[config.mk]
export PLATFORM = sky130hd
export DESIGN_NAME = eoi_deactivation_control
export DESIGN_NICKNAME = d
export VERILOG_FILES = /design/src/eoi_pkg.sv /design/src/active_table.sv /design/src/eoi_deactivation_control.sv
export SDC_FILE = /design/constraint.sdc
export NUM_CORES = 1
export LEC_CHECK = 0
export ABC_CLOCK_PERIOD_IN_PS = 27300
export BUFFER_PORTS_ARGS = -buffer_cell sky130_fd_sc_hd__buf_2
export CORE_MARGIN = 1.5
export CORE_UTILIZATION = 58
export CTS_BUF_LIST = sky130_fd_sc_hd__clkbuf_8
export DETAILED_ROUTE_END_ITERATION = 8
export PLACE_DENSITY = 0.82
export SLEW_MARGIN = 20
export SYNTH_ARGS = -nofsm -noshare
export SYNTH_HDL_FRONTEND = slang
export SYNTH_SLANG_ARGS = --single-unit
[constraint.sdc]
create_clock -name clk -period 27.3 [get_ports clk]
set_input_delay 1.365 -clock clk [delete_from_list [all_inputs] [get_ports clk]]
set_output_delay 1.365 -clock clk [all_outputs]
set_load 0.02 [all_outputs]
[src/eoi_pkg.sv]
// Operation
// - Completion mode bits at 4 (non-secure EL1/EL2), 3 (secure EL1), 2 (EL3).
// - Completion mode 0: end write drops priority and deactivates the interrupt.
// - Completion mode 1: end write drops priority only; deactivate register deactivates.
// - Deactivate writes are ignored while completion mode is 0.
// - Optionally raise a system error on a deactivate write in mode 0.
// - Deactivate without prior end write deactivates; active priority stays set. Here the entry also stays set in active_mask.
// - Mode bit chosen by EL3 presence, current level and security state.
// - Bit 1: non-secure group 1 uses group 0 binary point when set.
// - Bit 0: secure group 1 uses group 0 binary point when set.
// - Lower-level control bank fields share storage with top-level control fields.
// - Completion mode and shared binary point fields have no defined reset value.
// - Top-level control at op0 3, op1 6, CRn 12, CRm 12, op2 4; undefined below EL3.
// - At EL3, accesses trap to EL3 with class 0x18 when sysreg enable is 0.
// - At EL1, deactivate write traps to EL1 when lower sysreg enable is 0.
// - At EL1 with EL2, trap bits go to EL2; routing bits go virtual.
// - Deactivate register write-only, identifier bits 23:0, op1 0, CRm 11, op2 1.
// - Identifier is 16 or 24 bits; unimplemented upper bits reserved zero.
// - Group 0 end register at op1 0, CRn 12, CRm 8, op2 1.
package eoi_pkg;
   // ---------------------------------------------------------------
   // Encodings
   // ---------------------------------------------------------------
   localparam logic [1:0] OP0_SYS = 2'h3;
   localparam logic [2:0] OP1_TOP = 3'h6;
   localparam logic [2:0] OP1_LOW = 3'h0;
   localparam logic [3:0] CRN_IC = 4'hc;
   localparam logic [3:0] CRM_CTL = 4'hc;
   localparam logic [2:0] OP2_CTL = 3'h4;
   localparam logic [3:0] CRM_DEACT = 4'hb;
   localparam logic [2:0] OP2_DEACT = 3'h1;
   localparam logic [3:0] CRM_EOI0 = 4'h8;
   localparam logic [2:0] OP2_EOI0 = 3'h1;
   localparam logic [5:0] TRAP_CLASS = 6'h18;
   // ---------------------------------------------------------------
   // Control fields
   // ---------------------------------------------------------------
   localparam int CM_NS_BIT = 4;
   localparam int CM_S_BIT = 3;
   localparam int CM_TOP_BIT = 2;
   localparam int SBP_NS_BIT = 1;
   localparam int SBP_S_BIT = 0;
   localparam int CTL_LOW_CM_BIT = 1;
   localparam int CTL_LOW_SBP_BIT = 0;
   localparam int ID_W = 24;
   localparam int ID_W16 = 16;
   localparam logic [23:0] SPECIAL_LO = 24'h0003fc;
   localparam logic [23:0] SPECIAL_HI = 24'h0003ff;
   localparam int ACT_DEPTH = 8;
   localparam int PRIO_W = 8;
   localparam logic [PRIO_W-1:0] IDLE_PRIO = 8'hff;
   // ---------------------------------------------------------------
   // Types
   // ---------------------------------------------------------------
   typedef enum logic [3:0] {
      EL0 = 4'h1,
      EL1 = 4'h2,
      EL2 = 4'h4,
      EL3 = 4'h8
   } level_e;
   typedef struct packed {
      logic [1:0] op0;
      logic [2:0] op1;
      logic [3:0] crn;
      logic [3:0] crm;
      logic [2:0] op2;
   } sysenc_s;
   typedef struct packed {
      level_e level;
      logic nonsecure;
      logic sysreg_top;
      logic sysreg_low;
      logic el2_enabled;
      logic trap_deactivate;
      logic trap_common_access;
      logic route_fiq_to_hypervisor;
      logic route_irq_to_hypervisor;
   } ctx_s;
   typedef enum logic [4:0] {
      RES_OK = 5'h01,
      RES_UNDEF = 5'h02,
      RES_TRAP = 5'h04,
      RES_VIRT = 5'h08,
      RES_NONE = 5'h10
   } result_e;
   typedef struct packed {
      result_e result;
      level_e target;
      logic [5:0] syndrome;
   } resp_s;
endpackage : eoi_pkg

[src/active_table.sv]
`timescale 1ns/100ps
module active_table
   import eoi_pkg::*;
(
   // Clock and reset
   input wire logic clk,
   input wire logic rst_n,
   // Acknowledge from priority logic
   input wire logic ack_valid,
   input wire logic [ID_W-1:0] ack_id,
   input wire logic [PRIO_W-1:0] ack_prio,
   // Operations
   input wire logic drop_valid,
   input wire logic [ID_W-1:0] drop_id,
   input wire logic deact_valid,
   input wire logic [ID_W-1:0] deact_id,
   // State
   output logic [PRIO_W-1:0] running_prio,
   output logic [ACT_DEPTH-1:0] active_mask,
   output logic [ACT_DEPTH-1:0] dropped_mask
);
   logic [ID_W-1:0] id_mem [ACT_DEPTH];
   logic [PRIO_W-1:0] prio_mem [ACT_DEPTH];
   logic [ACT_DEPTH-1:0] valid_reg;
   logic [ACT_DEPTH-1:0] prio_set_reg;
   logic [$clog2(ACT_DEPTH)-1:0] free_slot;

   // ---------------------------------------------------------------
   // Free slot and running priority
   // ---------------------------------------------------------------
   always_comb begin
      free_slot = '0;
      for (int i = ACT_DEPTH - 1; i >= 0; i--) begin
         if (!valid_reg[i]) begin
            free_slot = i[$clog2(ACT_DEPTH)-1:0];
         end
      end
   end

   always_comb begin
      running_prio = IDLE_PRIO;
      for (int i = 0; i < ACT_DEPTH; i++) begin
         if (valid_reg[i] && prio_set_reg[i] && prio_mem[i] < running_prio) begin
            running_prio = prio_mem[i];
         end
      end
   end

   // ---------------------------------------------------------------
   // Active and priority state, kept apart
   // ---------------------------------------------------------------
   always_ff @(posedge clk) begin
      if (!rst_n) begin
         valid_reg <= '0;
         prio_set_reg <= '0;
      end else begin
         for (int i = 0; i < ACT_DEPTH; i++) begin
            if (valid_reg[i] && drop_valid && id_mem[i] == drop_id) begin
               prio_set_reg[i] <= 1'b0;
            end
            if (valid_reg[i] && deact_valid && id_mem[i] == deact_id) begin
               valid_reg[i] <= prio_set_reg[i] && !(drop_valid && id_mem[i] == drop_id);
               // Active priority survives a deactivate without prior drop
               if (!prio_set_reg[i] || (drop_valid && id_mem[i] == drop_id)) begin
                  valid_reg[i] <= 1'b0;
               end
            end
         end
         if (ack_valid && !(&valid_reg)) begin
            valid_reg[free_slot] <= 1'b1;
            prio_set_reg[free_slot] <= 1'b1;
         end
      end
   end

   always_ff @(posedge clk) begin
      if (ack_valid && !(&valid_reg)) begin
         id_mem[free_slot] <= ack_id;
         prio_mem[free_slot] <= ack_prio;
      end
   end

   always_comb begin
      for (int i = 0; i < ACT_DEPTH; i++) begin
         active_mask[i] = valid_reg[i];
         dropped_mask[i] = valid_reg[i] && !prio_set_reg[i];
      end
   end
endmodule : active_table

[src/eoi_deactivation_control.sv]
`timescale 1ns/100ps
module eoi_deactivation_control
   import eoi_pkg::*;
#(
   parameter bit HAVE_EL3 = 1'b1,
   parameter bit ID_24BIT = 1'b1,
   parameter bit SYSERR_SUPPORT = 1'b1
) (
   // Clock and reset
   input wire logic clk,
   input wire logic rst_n,
   // System register access from the core
   input wire logic sys_valid,
   input wire logic sys_write,
   input wire sysenc_s sys_enc,
   input wire logic [63:0] sys_wdata,
   input wire ctx_s sys_ctx,
   output logic [63:0] sys_rdata,
   output resp_s sys_resp,
   output logic sys_done,
   // Lower-level control view, per bank
   output logic [1:0] lower_level_control_ns,
   output logic [1:0] lower_level_control_s,
   // Acknowledge feed from priority logic
   input wire logic ack_valid,
   input wire logic [ID_W-1:0] ack_id,
   input wire logic [PRIO_W-1:0] ack_prio,
   // Toward the distributor
   output logic deact_valid,
   output logic [ID_W-1:0] deact_id,
   output logic drop_valid,
   output logic [ID_W-1:0] drop_id,
   output logic system_error_interrupt,
   // Binary point selection
   output logic bp_nonsecure_g1_uses_g0,
   output logic bp_secure_g1_uses_g0,
   // Running state
   output logic [PRIO_W-1:0] running_prio,
   output logic [ACT_DEPTH-1:0] active_mask
);
   logic cm_ns_reg;
   logic cm_s_reg;
   logic cm_top_reg;
   logic sbp_ns_reg;
   logic sbp_s_reg;
   logic hit_ctl;
   logic hit_deact;
   logic hit_eoi0;
   logic completion_mode;
   logic [ID_W-1:0] wr_id;
   logic id_special;
   resp_s resp;
   logic do_ok;
   logic drop_now;
   logic deact_now;

   // ---------------------------------------------------------------
   // Decode
   // ---------------------------------------------------------------
   function automatic logic enc_hit(sysenc_s e, logic [2:0] op1, logic [3:0] crm,
                                    logic [2:0] op2);
      enc_hit = e.op0 == OP0_SYS && e.op1 == op1 && e.crn == CRN_IC && e.crm == crm
                && e.op2 == op2;
   endfunction : enc_hit

   function automatic resp_s make_resp(result_e r, level_e t);
      return '{result: r, target: t, syndrome: (r == RES_TRAP) ? TRAP_CLASS : 6'h00};
   endfunction : make_resp

   assign hit_ctl = enc_hit(sys_enc, OP1_TOP, CRM_CTL, OP2_CTL);
   assign hit_deact = enc_hit(sys_enc, OP1_LOW, CRM_DEACT, OP2_DEACT);
   assign hit_eoi0 = enc_hit(sys_enc, OP1_LOW, CRM_EOI0, OP2_EOI0);

   // ---------------------------------------------------------------
   // Identifier width
   // ---------------------------------------------------------------
   always_comb begin
      wr_id = sys_wdata[ID_W-1:0];
      if (!ID_24BIT) begin
         wr_id[ID_W-1:ID_W16] = '0;
      end
   end

   assign id_special = wr_id >= SPECIAL_LO && wr_id <= SPECIAL_HI;

   // ---------------------------------------------------------------
   // Applicable completion mode
   // ---------------------------------------------------------------
   always_comb begin
      if (!HAVE_EL3) begin
         completion_mode = cm_ns_reg;
      end else if (sys_ctx.level == EL3) begin
         completion_mode = cm_top_reg;
      end else if (sys_ctx.nonsecure) begin
         completion_mode = cm_ns_reg;
      end else begin
         completion_mode = cm_s_reg;
      end
   end

   // ---------------------------------------------------------------
   // Access checks
   // ---------------------------------------------------------------
   always_comb begin
      resp = make_resp(RES_NONE, EL0);
      if (hit_ctl) begin
         if (!HAVE_EL3 || sys_ctx.level != EL3) begin
            resp = make_resp(RES_UNDEF, sys_ctx.level);
         end else if (!sys_ctx.sysreg_top) begin
            resp = make_resp(RES_TRAP, EL3);
         end else begin
            resp = make_resp(RES_OK, EL3);
         end
      end else if ((hit_deact || hit_eoi0) && !sys_write
                   && !(sys_ctx.level == EL3 && !sys_ctx.sysreg_top)) begin
         resp = make_resp(RES_UNDEF, sys_ctx.level);
      end else if (hit_deact || hit_eoi0) begin
         case (sys_ctx.level)
            EL0: begin
               resp = make_resp(RES_UNDEF, EL0);
            end
            EL1: begin
               if (!sys_ctx.sysreg_low) begin
                  resp = make_resp(RES_TRAP, EL1);
               end else if (hit_deact && sys_ctx.el2_enabled
                            && (sys_ctx.trap_deactivate || sys_ctx.trap_common_access)) begin
                  resp = make_resp(RES_TRAP, EL2);
               end else if (hit_deact && sys_ctx.el2_enabled
                            && (sys_ctx.route_fiq_to_hypervisor
                                || sys_ctx.route_irq_to_hypervisor)) begin
                  resp = make_resp(RES_VIRT, EL1);
               end else begin
                  resp = make_resp(RES_OK, EL1);
               end
            end
            EL3: begin
               if (!sys_ctx.sysreg_top) begin
                  resp = make_resp(RES_TRAP, EL3);
               end else begin
                  resp = make_resp(RES_OK, EL3);
               end
            end
            default: begin
               resp = make_resp(RES_OK, sys_ctx.level);
            end
         endcase
      end
   end

   assign do_ok = sys_valid && sys_write && resp.result == RES_OK;
   assign drop_now = do_ok && hit_eoi0 && !id_special;
   assign deact_now = (drop_now && !completion_mode)
                      || (do_ok && hit_deact && completion_mode);

   // ---------------------------------------------------------------
   // Top-level control fields, no reset value
   // ---------------------------------------------------------------
   always_ff @(posedge clk) begin
      if (do_ok && hit_ctl) begin
         cm_ns_reg <= sys_wdata[CM_NS_BIT];
         cm_s_reg <= sys_wdata[CM_S_BIT];
         cm_top_reg <= sys_wdata[CM_TOP_BIT];
         sbp_ns_reg <= sys_wdata[SBP_NS_BIT];
         sbp_s_reg <= sys_wdata[SBP_S_BIT];
      end
   end

   // Banked lower-level view shares the same flops
   always_comb begin
      lower_level_control_ns = '0;
      lower_level_control_s = '0;
      lower_level_control_ns[CTL_LOW_CM_BIT] = cm_ns_reg;
      lower_level_control_ns[CTL_LOW_SBP_BIT] = sbp_ns_reg;
      lower_level_control_s[CTL_LOW_CM_BIT] = cm_s_reg;
      lower_level_control_s[CTL_LOW_SBP_BIT] = sbp_s_reg;
   end

   assign bp_nonsecure_g1_uses_g0 = sbp_ns_reg;
   assign bp_secure_g1_uses_g0 = sbp_s_reg;

   // ---------------------------------------------------------------
   // Response and read data
   // ---------------------------------------------------------------
   always_ff @(posedge clk) begin
      if (!rst_n) begin
         sys_done <= 1'b0;
         sys_resp <= make_resp(RES_NONE, EL0);
         sys_rdata <= '0;
      end else begin
         sys_done <= sys_valid;
         sys_resp <= resp;
         sys_rdata <= '0;
         if (sys_valid && !sys_write && hit_ctl && resp.result == RES_OK) begin
            sys_rdata[CM_NS_BIT] <= cm_ns_reg;
            sys_rdata[CM_S_BIT] <= cm_s_reg;
            sys_rdata[CM_TOP_BIT] <= cm_top_reg;
            sys_rdata[SBP_NS_BIT] <= sbp_ns_reg;
            sys_rdata[SBP_S_BIT] <= sbp_s_reg;
         end
      end
   end

   // ---------------------------------------------------------------
   // Distributor requests
   // ---------------------------------------------------------------
   always_ff @(posedge clk) begin
      if (!rst_n) begin
         drop_valid <= 1'b0;
         drop_id <= '0;
         deact_valid <= 1'b0;
         deact_id <= '0;
         system_error_interrupt <= 1'b0;
      end else begin
         drop_valid <= drop_now;
         deact_valid <= deact_now;
         system_error_interrupt <= SYSERR_SUPPORT && do_ok && hit_deact
                                   && !completion_mode;
         if (drop_now) begin
            drop_id <= wr_id;
         end
         if (deact_now) begin
            deact_id <= wr_id;
         end
      end
   end

   // ---------------------------------------------------------------
   // Active and priority tracking
   // ---------------------------------------------------------------
   active_table u_active_table (
      .clk(clk),
      .rst_n(rst_n),
      .ack_valid(ack_valid),
      .ack_id(ack_id),
      .ack_prio(ack_prio),
      .drop_valid(drop_now),
      .drop_id(wr_id),
      .deact_valid(deact_now),
      .deact_id(wr_id),
      .running_prio(running_prio),
      .active_mask(active_mask),
      .dropped_mask()
   );
endmodule : eoi_deactivation_control

* Word level (Yosys, flattened, before mapping) *
Memories as Yosys holds them, arrays and structs flattened.
Cells that the tools add are included.
W data, S select, Z words.

cells by class
  reductions and logical operators = 132
  equality and inequality tests = 21
  div/mod/pow operators = 0
  multiply operators = 0
  add/sub/neg operators = 0
  $lt $le $gt $ge = 12
  bitwise operators = 2
  shift-type cells = 0
  mux-type cells = 73

operator list
  kind                    count
  $eq A24 B24 Y1          8
  $logic_and A1 B1 Y1     95
  $mux W8                 10
  $mux W15                4
  $lt A8 B8 Y1            7
  $mux W1                 45
  $pmux W15 S3            1
  $mux W14                3
  $ge A24 B10 Y1 const B  1
  $le A24 B10 Y1 const B  1
  $mux W3                 8
  $logic_not A1 Y1        22
  $eq A4 B4 Y1 const B    5
  $or A8 B8 Y8            2
  $mux W13                1
  $logic_or A1 B1 Y1      12
  $lt A8 B8 Y1 const B    1
  $reduce_and A8 Y1       1
  $eq A3 B3 Y1 const B    2
  $eq A5 B1 Y1 const B    1
  $eq A4 B1 Y1 const B    1
  $eq A4 B2 Y1 const B    1
  $lt A3 B4 Y1 const B    1
  $ne A4 B4 Y1 const B    1
  6 further kinds         6

storage, ports and cells
  flip-flop bits (word level) = 152
  latch bits = 0
  memory bits (writable) = 256
  ROM bits = 0
  memories = 2

memory list
  memory                   words  bits a word  rd ports  clocked after Yosys merged registers in  wr ports  line                RTL
  u_active_table.id_mem    8      24           8         0                                        1         active_table.sv:22  logic [ID_W-1:0] id_mem [ACT_DEPTH];
  u_active_table.prio_mem  8      8            8         0                                        1         active_table.sv:23  logic [PRIO_W-1:0] prio_mem [ACT_DEPTH];

* Logic depth before layout (Yosys ltp) *
Gate-level depths: netlist of the first run.

  word-level depth = 26
  gate-level depth with buffers = 68
  gate-level depth less buffers = 61

* Modules after synthesis *
From an unflattened synthesis of the first run, not the netlist that was laid out.

second synthesis, totals
  cell total of the unflattened synthesis = 1,659
  area total of the unflattened synthesis = 19,160.9 um^2

by module, submodules not included
  module                    times used  seq. area each (um^2)  area each (um^2)  cells each
  active_table              1           8,007.7                15,610.0          1,287
  eoi_deactivation_control  1           1,471.4                3,550.9           372

* Worst setup path after synthesis of the first run *
OpenSTA, ideal clock, no wires.

  path type = reg-to-output
  start = reg u_active_table.valid_reg[0] (netlist: u_active_table.active_mask[0])
  end = out running_prio[1]
  stages on the path, launching flop included = 67
  path slack = 12,891 ps
  path buffers = 7
  arrival time = 13,044 ps
  path through = dfxtp_1 buf_4 nand2_4 clkbuf_1 nor2_1 ha_1 a211o_1 a2111oi_2 o311a_1 buf_6 clkbuf_1 nor3_1 a21oi_1 inv_1 ha_1 and4_1 a211oi_1 o21ai_0 (+31 left out) nand2b_1 o31a_1 buf_2 mux2i_1 inv_1 ha_1 a21o_1 a21o_1 a2111oi_0 o221a_2 nand2_1 mux2_2 ha_1 a21o_1 a21oi_1 o21ai_0 a311oi_4 mux2i_1

between the ends
  cells in the longest elaborated chain, start to end = 24

RTL lines
  what                                 line                            RTL
  from (decl)                          active_table.sv:24              logic [ACT_DEPTH-1:0] valid_reg;
  from (signal, indexed assignment)    active_table.sv:62              valid_reg[i] <= prio_set_reg[i] && !(drop_valid && id_mem[i] == drop_id);
  $logic_and A1 B1 Y1 * (2 in series)  active_table.sv:43              if (valid_reg[i] && prio_set_reg[i] && prio_mem[i] < running_prio) begin
  $mux W8 *                            active_table.sv:43
  $lt A8 B8 Y1                         active_table.sv:43
  $logic_and A1 B1 Y1                  active_table.sv:43
  $mux W8 *                            active_table.sv:43
  $lt A8 B8 Y1                         active_table.sv:43
  $logic_and A1 B1 Y1                  active_table.sv:43
  $mux W8 *                            active_table.sv:43
  (+7 left out)                        --
  $logic_and A1 B1 Y1                  active_table.sv:43
  $mux W8 *                            active_table.sv:43
  $lt A8 B8 Y1                         active_table.sv:43
  $logic_and A1 B1 Y1                  active_table.sv:43
  $mux W8 *                            active_table.sv:43
  $lt A8 B8 Y1                         active_table.sv:43
  $logic_and A1 B1 Y1                  active_table.sv:43
  $mux W8 *                            active_table.sv:43
  to (decl)                            eoi_deactivation_control.sv:38  output logic [PRIO_W-1:0] running_prio,

Mark *: on every way between the ends. The rest lies on a longest branch, timed or not.

* Worst setup path after layout of the first run *
  start = reg u_active_table.valid_reg[0] (netlist: u_active_table.active_mask[0])
  end = out running_prio[0]

The elaborated chain is that of the path after synthesis.

==> impl_metrics.py, run 1 <==
metrics = {
    "power": {
        "power_frac_seq_pct": 54.2,
        "combPwrFrac_pct": 6.9,
        "power_frac_clock_pct": 38.9,
        "intPower_mw": 0.801,
        "p_total_mw": 1.05,
        "leakage_nw": 7.40,
        "power.share.switching_pct": 24.0,
        "pwr_density_cell_nw_per_um2": 58.5,
        "vdd_drop_max_mv": 0.0350,
        "p_switching_mw": 0.253,
    },
    "clock_network": {
        "cts.sinks": 343,
        "ctsResizeCount": 0,
        "post_cts_buffers": 0,
        "root_buffer": "clkbuf_8",
        "h-tree-depth": 2,
        "numCtsBuffers": 54,
        "cts_buffer_depth": 3,
        "cts_tree": "built",
        "clk_pin_slew_worst_paths_ns": 0.07,
        "cts_hold_buf": 0,
        "clock_latency_ns": 0.61,
    },
    "worst_setup_path": {
        "cp.required_ns": 25.93,
        "path_buf_inv": 5,
        "rr_endpoint": "u_active_table.prio_mem[7][3]",
        "cp_top_family": "compound AO/OA/AOI/OAI gates",
        "crit_path_start_kind": "flip-flop",
        "r2r-start": "u_active_table.active_mask[0]",
        "arrival_ns": 15.53,
        "max_stage_delay_ns": 0.70,
        "path_common_cell": "a21oi_1",
        "critical_path.endpoint_type": "primary output",
        "crit_slowest_cell": "dfxtp_1",
        "reg2reg_slack_ns": 24.37,
        "cp_max_fo": 17,
        "critical_path_class": "flip-flop to primary output",
        "r2r_cells": 4,
    },
    "hold_path": {
        "hold_path.startpoint": "cm_top_reg",
        "hold-path-cell-count": 1,
        "hold_end": "sys_rdata[2]",
        "hp-class": "flip-flop to flip-flop",
    },
    "route": {
        "drt_first_pass_iters": 5,
        "wl_per_cell_um": 22.0,
        "wl_mm": 40.7,
        "drc": 0,
        "ant_nets": 0,
        "vias": 10800,
        "drtIter0Drc": 1040,
        "routed_via_density": 5.85,
    },
    "synth": {
        "synth_seq_area_share_pct": 59.1,
        "yosysTopAreaCellShare_pct": 48.8,
        "synth_ff_type": "edfxtp_1",
        "ys_types": 75,
        "synthCells": 1280,
        "yosysTopAreaCell": "edfxtp_1",
        "synth_edf_count": 261,
        "avgSynthCellArea_um2": 12.5,
        "synth-seq-cells": 343,
        "synth_area_um2": 16100,
        "yosysWarningCount": 0,
        "synth.area.top_cells": "edfxtp_1, dfxtp_1, xnor2_1",
        "async_flop_share_pct": 0,
    },
    "global_routing": {
        "grt_pass1_wl_mm": 60.3,
        "grt_use_total_pct": 28.5,
        "overflow": 0,
        "grt_pass1_vias": 10500,
        "antenna_found_initial": 5,
        "grt_max_degree": 66,
    },
    "timing": {
        "final.period_utilization_pct": 61.9,
        "fin_skew_ns": 0.0467,
        "rsz0062_at_grt": "no",
        "fmax_mhz": 59.2,
        "drv_slew": 0,
        "period_needed_ns": 16.90,
        "final_hold_viol_count": 0,
        "timing.slew.headroom_pct": 26.6,
        "whs_ns": 0.489,
        "worst_pin_slew_ns": 1.10,
        "totalNegativeSetupSlack_ns": 0,
        "finalSetupViolations": 0,
        "setup_slack_ns": 10.40,
    },
    "final_layout": {
        "largestRegisters": "u_active_table.id_mem x192, u_active_table.prio_mem x64",
        "largest_register": "u_active_table.id_mem",
        "layout_common_cells": "edfxtp_1, buf_2, xnor2_1",
        "largest_register_ffs": 192,
        "fin_nets": 1630,
        "finalInstanceArea_um2": 18000,
        "final_common_cell": "edfxtp_1",
        "syn2layout_area_growth_pct": 12.2,
        "drive_gt1_share_pct": 19.2,
        "stdcell_count": 1852,
        "fillers": 1922,
        "postLayoutCoreUtil_pct": 66.7,
    },
    "floorplanning": {
        "die_y_um": 169,
        "io_pins": 282,
        "rows": 60,
        "core_area_um2": 27000,
        "die-area_um2": 28700,
        "initial_core_util_pct": 59.4,
        "fp.dieW_um": 169,
    },
    "job": {
        "cap_viol_max_count": 0,
    },
    "placed_design": {
        "hpwlAfterDp_mm": 28.1,
        "gp_congestion": 0.843,
        "dp_cells": 1748,
        "place_area_um2": 17000,
        "dp_slack_ns": 11.19,
        "io_buffers": 178,
    },
    "status": {
        "status": "completed",
    },
}
## synth_stat cells (all sizes together) (9+ instances only)
cell type,number
mux2,17
buf,81
xnor2,124
o21ai,23
edfxtp,261
ha,38
inv,60
nor2,105
dfxtp,82
and2,11
a21o,9
nand4,36
nand2,35
a21oi,44
nor4,30
nor3,15
nand3,19
xor2,72
clkbuf,36
mux2i,74
## cell families (layout without fill, tap and decap cells)
family	count (synthesis)	after routing	synth area share [%]
muxes	91	91	5.88
DFF	343	343	59.1
buffers and inverters	177	341	5.84
other	1	68	0.0234
adders and majority gates	42	42	3.21
and+or+nand+nor	301	301	9.62
xor gates and xnor gates	196	196	10.7
AOI/OAI and AO/OA	129	129	5.68
## power by group through the flow
stage          Sequential, mW  Clock [mW]  Combinational (mW)
3_3_place_gp            0.582           0              0.0695
6_report                0.571       0.410              0.0732
2_1_floorplan           0.582           0              0.0503
4_1_cts                 0.571       0.413              0.0723
5_1_grt                 0.572       0.436              0.0784
3_5_place_dp            0.582           0              0.0717
## worst register-to-register path, cell delays in order, from the launching register on
cell     delay [ns]
dfxtp_1        0.70
nand2_1        0.22
nor3_1         0.41
nand3_1        0.28
nor2_4         0.88
## final cells by class
cell class	instances	area (um2)	share of cell area, %
clock buffers	60	826	4.58
clock inverters	39	201	1.12
multi-input cells	822	5920	32.9
inverters	60	226	1.26
well taps	341	427	2.37
flip-flops and latches	343	9480	52.6
repair buffers	182	921	5.11
diodes	5	12.5	0.0694
## worst max path at each step
stage / startpoint / to / slack, ns / depth (start not counted)
2_1_floorplan: u_active_table.active_mask[0] / running_prio[1] / 12.89 / 66
3_3_place_gp: u_active_table.active_mask[0] / running_prio[0] / 11.43 / 60
3_5_place_dp: u_active_table.active_mask[0] / running_prio[0] / 11.19 / 60
4_1_cts: u_active_table.active_mask[0] / running_prio[0] / 10.46 / 60
5_1_grt: u_active_table.active_mask[0] / running_prio[0] / 9.25 / 60
6_report: u_active_table.active_mask[0] / running_prio[0] / 10.40 / 60
## layer usage
layer | wire length, um | vias up | global-route usage (%)
li1 | - | 4837 | -
met1 | 15600 | 5288 | 34.9
met2 | 19900 | 609 | 48.0
met3 | 3860 | 95 | 7.28
met4 | 1430 | 2 | 11.9
met5 | 10 | - | 0
Power figures use the tool's default switching activity.
==> run 2: changes to the inputs <==
--- a/config.mk
+++ b/config.mk
@@ -5,13 +5,13 @@
 export SDC_FILE = /design/constraint.sdc
 export NUM_CORES = 1
 export LEC_CHECK = 0
-export ABC_CLOCK_PERIOD_IN_PS = 27300
+export ABC_CLOCK_PERIOD_IN_PS = 14400
 export BUFFER_PORTS_ARGS = -buffer_cell sky130_fd_sc_hd__buf_2
 export CORE_MARGIN = 1.5
-export CORE_UTILIZATION = 58
+export CORE_UTILIZATION = 53
 export CTS_BUF_LIST = sky130_fd_sc_hd__clkbuf_8
 export DETAILED_ROUTE_END_ITERATION = 8
-export PLACE_DENSITY = 0.82
+export PLACE_DENSITY = 0.79
 export SLEW_MARGIN = 20
 export SYNTH_ARGS = -nofsm -noshare
 export SYNTH_HDL_FRONTEND = slang
==> constraint.sdc (replaced) <==
create_clock -name clk -period 14.4 [get_ports clk]
set_input_delay 0.72 -clock clk [delete_from_list [all_inputs] [get_ports clk]]
set_output_delay 0.72 -clock clk [all_outputs]
set_load 0.02 [all_outputs]
==> impl_metrics.py, run 2 (synthesis gave the netlist of run 1 again) <==
metrics = {
    "floorplanning": {
        "fp.dieW_um": 177,
        "die-area_um2": 31300,
        "die_y_um": 177,
        "io_pins": 282,
        "core_area_um2": 29700,
        "initial_core_util_pct": 54.0,
        "rows": 63,
    },
    "hold_path": {
        "hp-class": "primary input to flip-flop",
        "hold-path-cell-count": 1,
    },
    "worst_setup_path": {
        "cp.required_ns": 13.68,
        "critical_path_class": "flip-flop to primary output",
        "crit_slowest_cell": "dfxtp_2",
        "cp_max_fo": 9,
        "max_stage_delay_ns": 0.39,
        "arrival_ns": 13.08,
        "crit_path_start_kind": "flip-flop",
        "r2r_cells": 5,
        "critical_path.endpoint_type": "primary output",
        "path_common_cell": "ha_1",
    },
    "route": {
        "drc": 0,
        "drt_first_pass_iters": 6,
        "routed_via_density": 5.66,
        "wl_per_cell_um": 21.8,
        "vias": 10900,
        "ant_nets": 0,
        "drtIter0Drc": 1110,
        "wl_mm": 42.1,
    },
    "clock_network": {
        "cts_hold_buf": 0,
        "cts_tree": "built",
        "root_buffer": "clkbuf_8",
        "clock_latency_ns": 0.62,
        "clk_pin_slew_worst_paths_ns": 0.07,
        "h-tree-depth": 2,
        "cts_buffer_depth": 3,
        "cts.sinks": 343,
        "numCtsBuffers": 54,
    },
    "global_routing": {
        "grt_pass1_vias": 10200,
        "antenna_found_initial": 11,
        "grt_pass1_wl_mm": 60.7,
        "overflow": 0,
        "grtUsageMet3_pct": 5.58,
        "grt_use_met2_pct": 42.9,
        "grt.busiest_layer": "met2",
        "grt_use_total_pct": 26.5,
        "grt.met1_usage_pct": 34.3,
        "grt_max_degree": 66,
    },
    "power": {
        "leakage_nw": 7.53,
        "vdd_drop_max_mv": 0.0814,
        "pwr_density_cell_nw_per_um2": 109,
    },
    "timing": {
        "final_hold_viol_count": 0,
        "fin_skew_ns": 0.0262,
        "finalSetupViolations": 0,
        "drv_slew": 0,
        "period_needed_ns": 13.80,
        "worst_pin_slew_ns": 1.09,
        "final.period_utilization_pct": 95.8,
        "fmax_mhz": 72.5,
        "timing.slew.headroom_pct": 27.2,
    },
    "final_layout": {
        "postLayoutCoreUtil_pct": 62.1,
        "finalInstanceArea_um2": 18500,
        "multi_input_area_um2": 6050,
        "largestRegisters": "u_active_table.id_mem x192, u_active_table.prio_mem x64",
        "fillers": 2243,
        "seq_area_um2": 9480,
        "final_common_cell": "edfxtp_1",
        "largest_register": "u_active_table.id_mem",
        "syn2layout_area_growth_pct": 15.0,
        "fin_nets": 1654,
        "largest_register_ffs": 192,
        "layout_common_cells": "edfxtp_1, buf_2, xnor2_1",
        "drive_gt1_share_pct": 21.7,
    },
    "job": {
        "cap_viol_max_count": 0,
    },
    "status": {
        "status": "completed",
    },
    "placed_design": {
        "hpwlAfterDp_mm": 28.6,
        "place_area_um2": 17100,
        "io_buffers": 178,
        "gp_congestion": 0.908,
    },
}
[run 2: changes by cell type in the layout (fill, tap and decap cells not counted), moves of 4 or more]
cell and delta:
buf_4 +22, mux2i_1 -5, mux2i_2 +5, a21oi_1 -4
[run 2: layout make-up]
class / count / share of cell area [%]
Antenna cell: 8 / 0.108
Clock inverter: 44 / 1.41
Sequential cell: 343 / 51.4
Inverter: 60 / 1.23
Multi-Input combinational cell: 822 / 32.8
Tap cell: 390 / 2.64
Timing Repair Buffer: 206 / 6.18
Clock buffer: 57 / 4.25
[run 2: critical path: cells and delay by family, from the launching register on]
family,cells,cell delay [ns]
muxes,6,1.67
AOI/OAI and AO/OA,24,5.07
buffers and inverters,11,1.51
DFF,1,0.39
adders and majority gates,7,1.80
and+or+nand+nor,16,2.01
[run 2: timing repair]
action                     CTS  global route
pin swaps                    3             8
buffers inserted             4            11
resized for setup            6            26
hold endpoints to repair     0             0
setup endpoints to repair    8             8
[run 2: stage by stage]
step	power (mW)	setup TNS, ns	hold WS [ns]	cells	setup WS [ns]
2_1_floorplan	1.20	0	0.448	1342	0.636
3_3_place_gp	1.24	0	0.460	1804	0.510
3_5_place_dp	1.24	0	0.458	1804	0.226
4_1_cts	2.02	0	0.385	1909	0.0539
5_1_grt	2.08	-0.914	0.404	1930	-0.153
6_report	2.02	0	0.414	1930	0.598
[run 2: metal layers]
layer | routed length, um | vias to the layer above
li1 | - | 4895
met4 | 1410 | 4
met1 | 16400 | 5296
met5 | 21 | -
met2 | 20200 | 628
met3 | 4110 | 98
[run 2: report_power, final]
part / total [mW] / internal [mW] / switching [mW]
combinational: 0.143 / 0.0430 / 0.100
clock: 0.794 / 0.407 / 0.387
sequential: 1.08 / 1.08 / 0.00595
total: 2.02 / 1.53 / 0.493
[run 2: path summary, 6_finish.rpt]
check	startpoint	end	slack, ns
worst min register to register	cm_top_reg	sys_rdata[2]	0.47
worst max-delay path	u_active_table.prio_set_reg[0]	running_prio[0]	0.60
worst max register to register	u_active_table.active_mask[0]	u_active_table.id_mem[5][12]	11.78
worst min-delay path	ack_id[5]	u_active_table.id_mem[2][5]	0.41
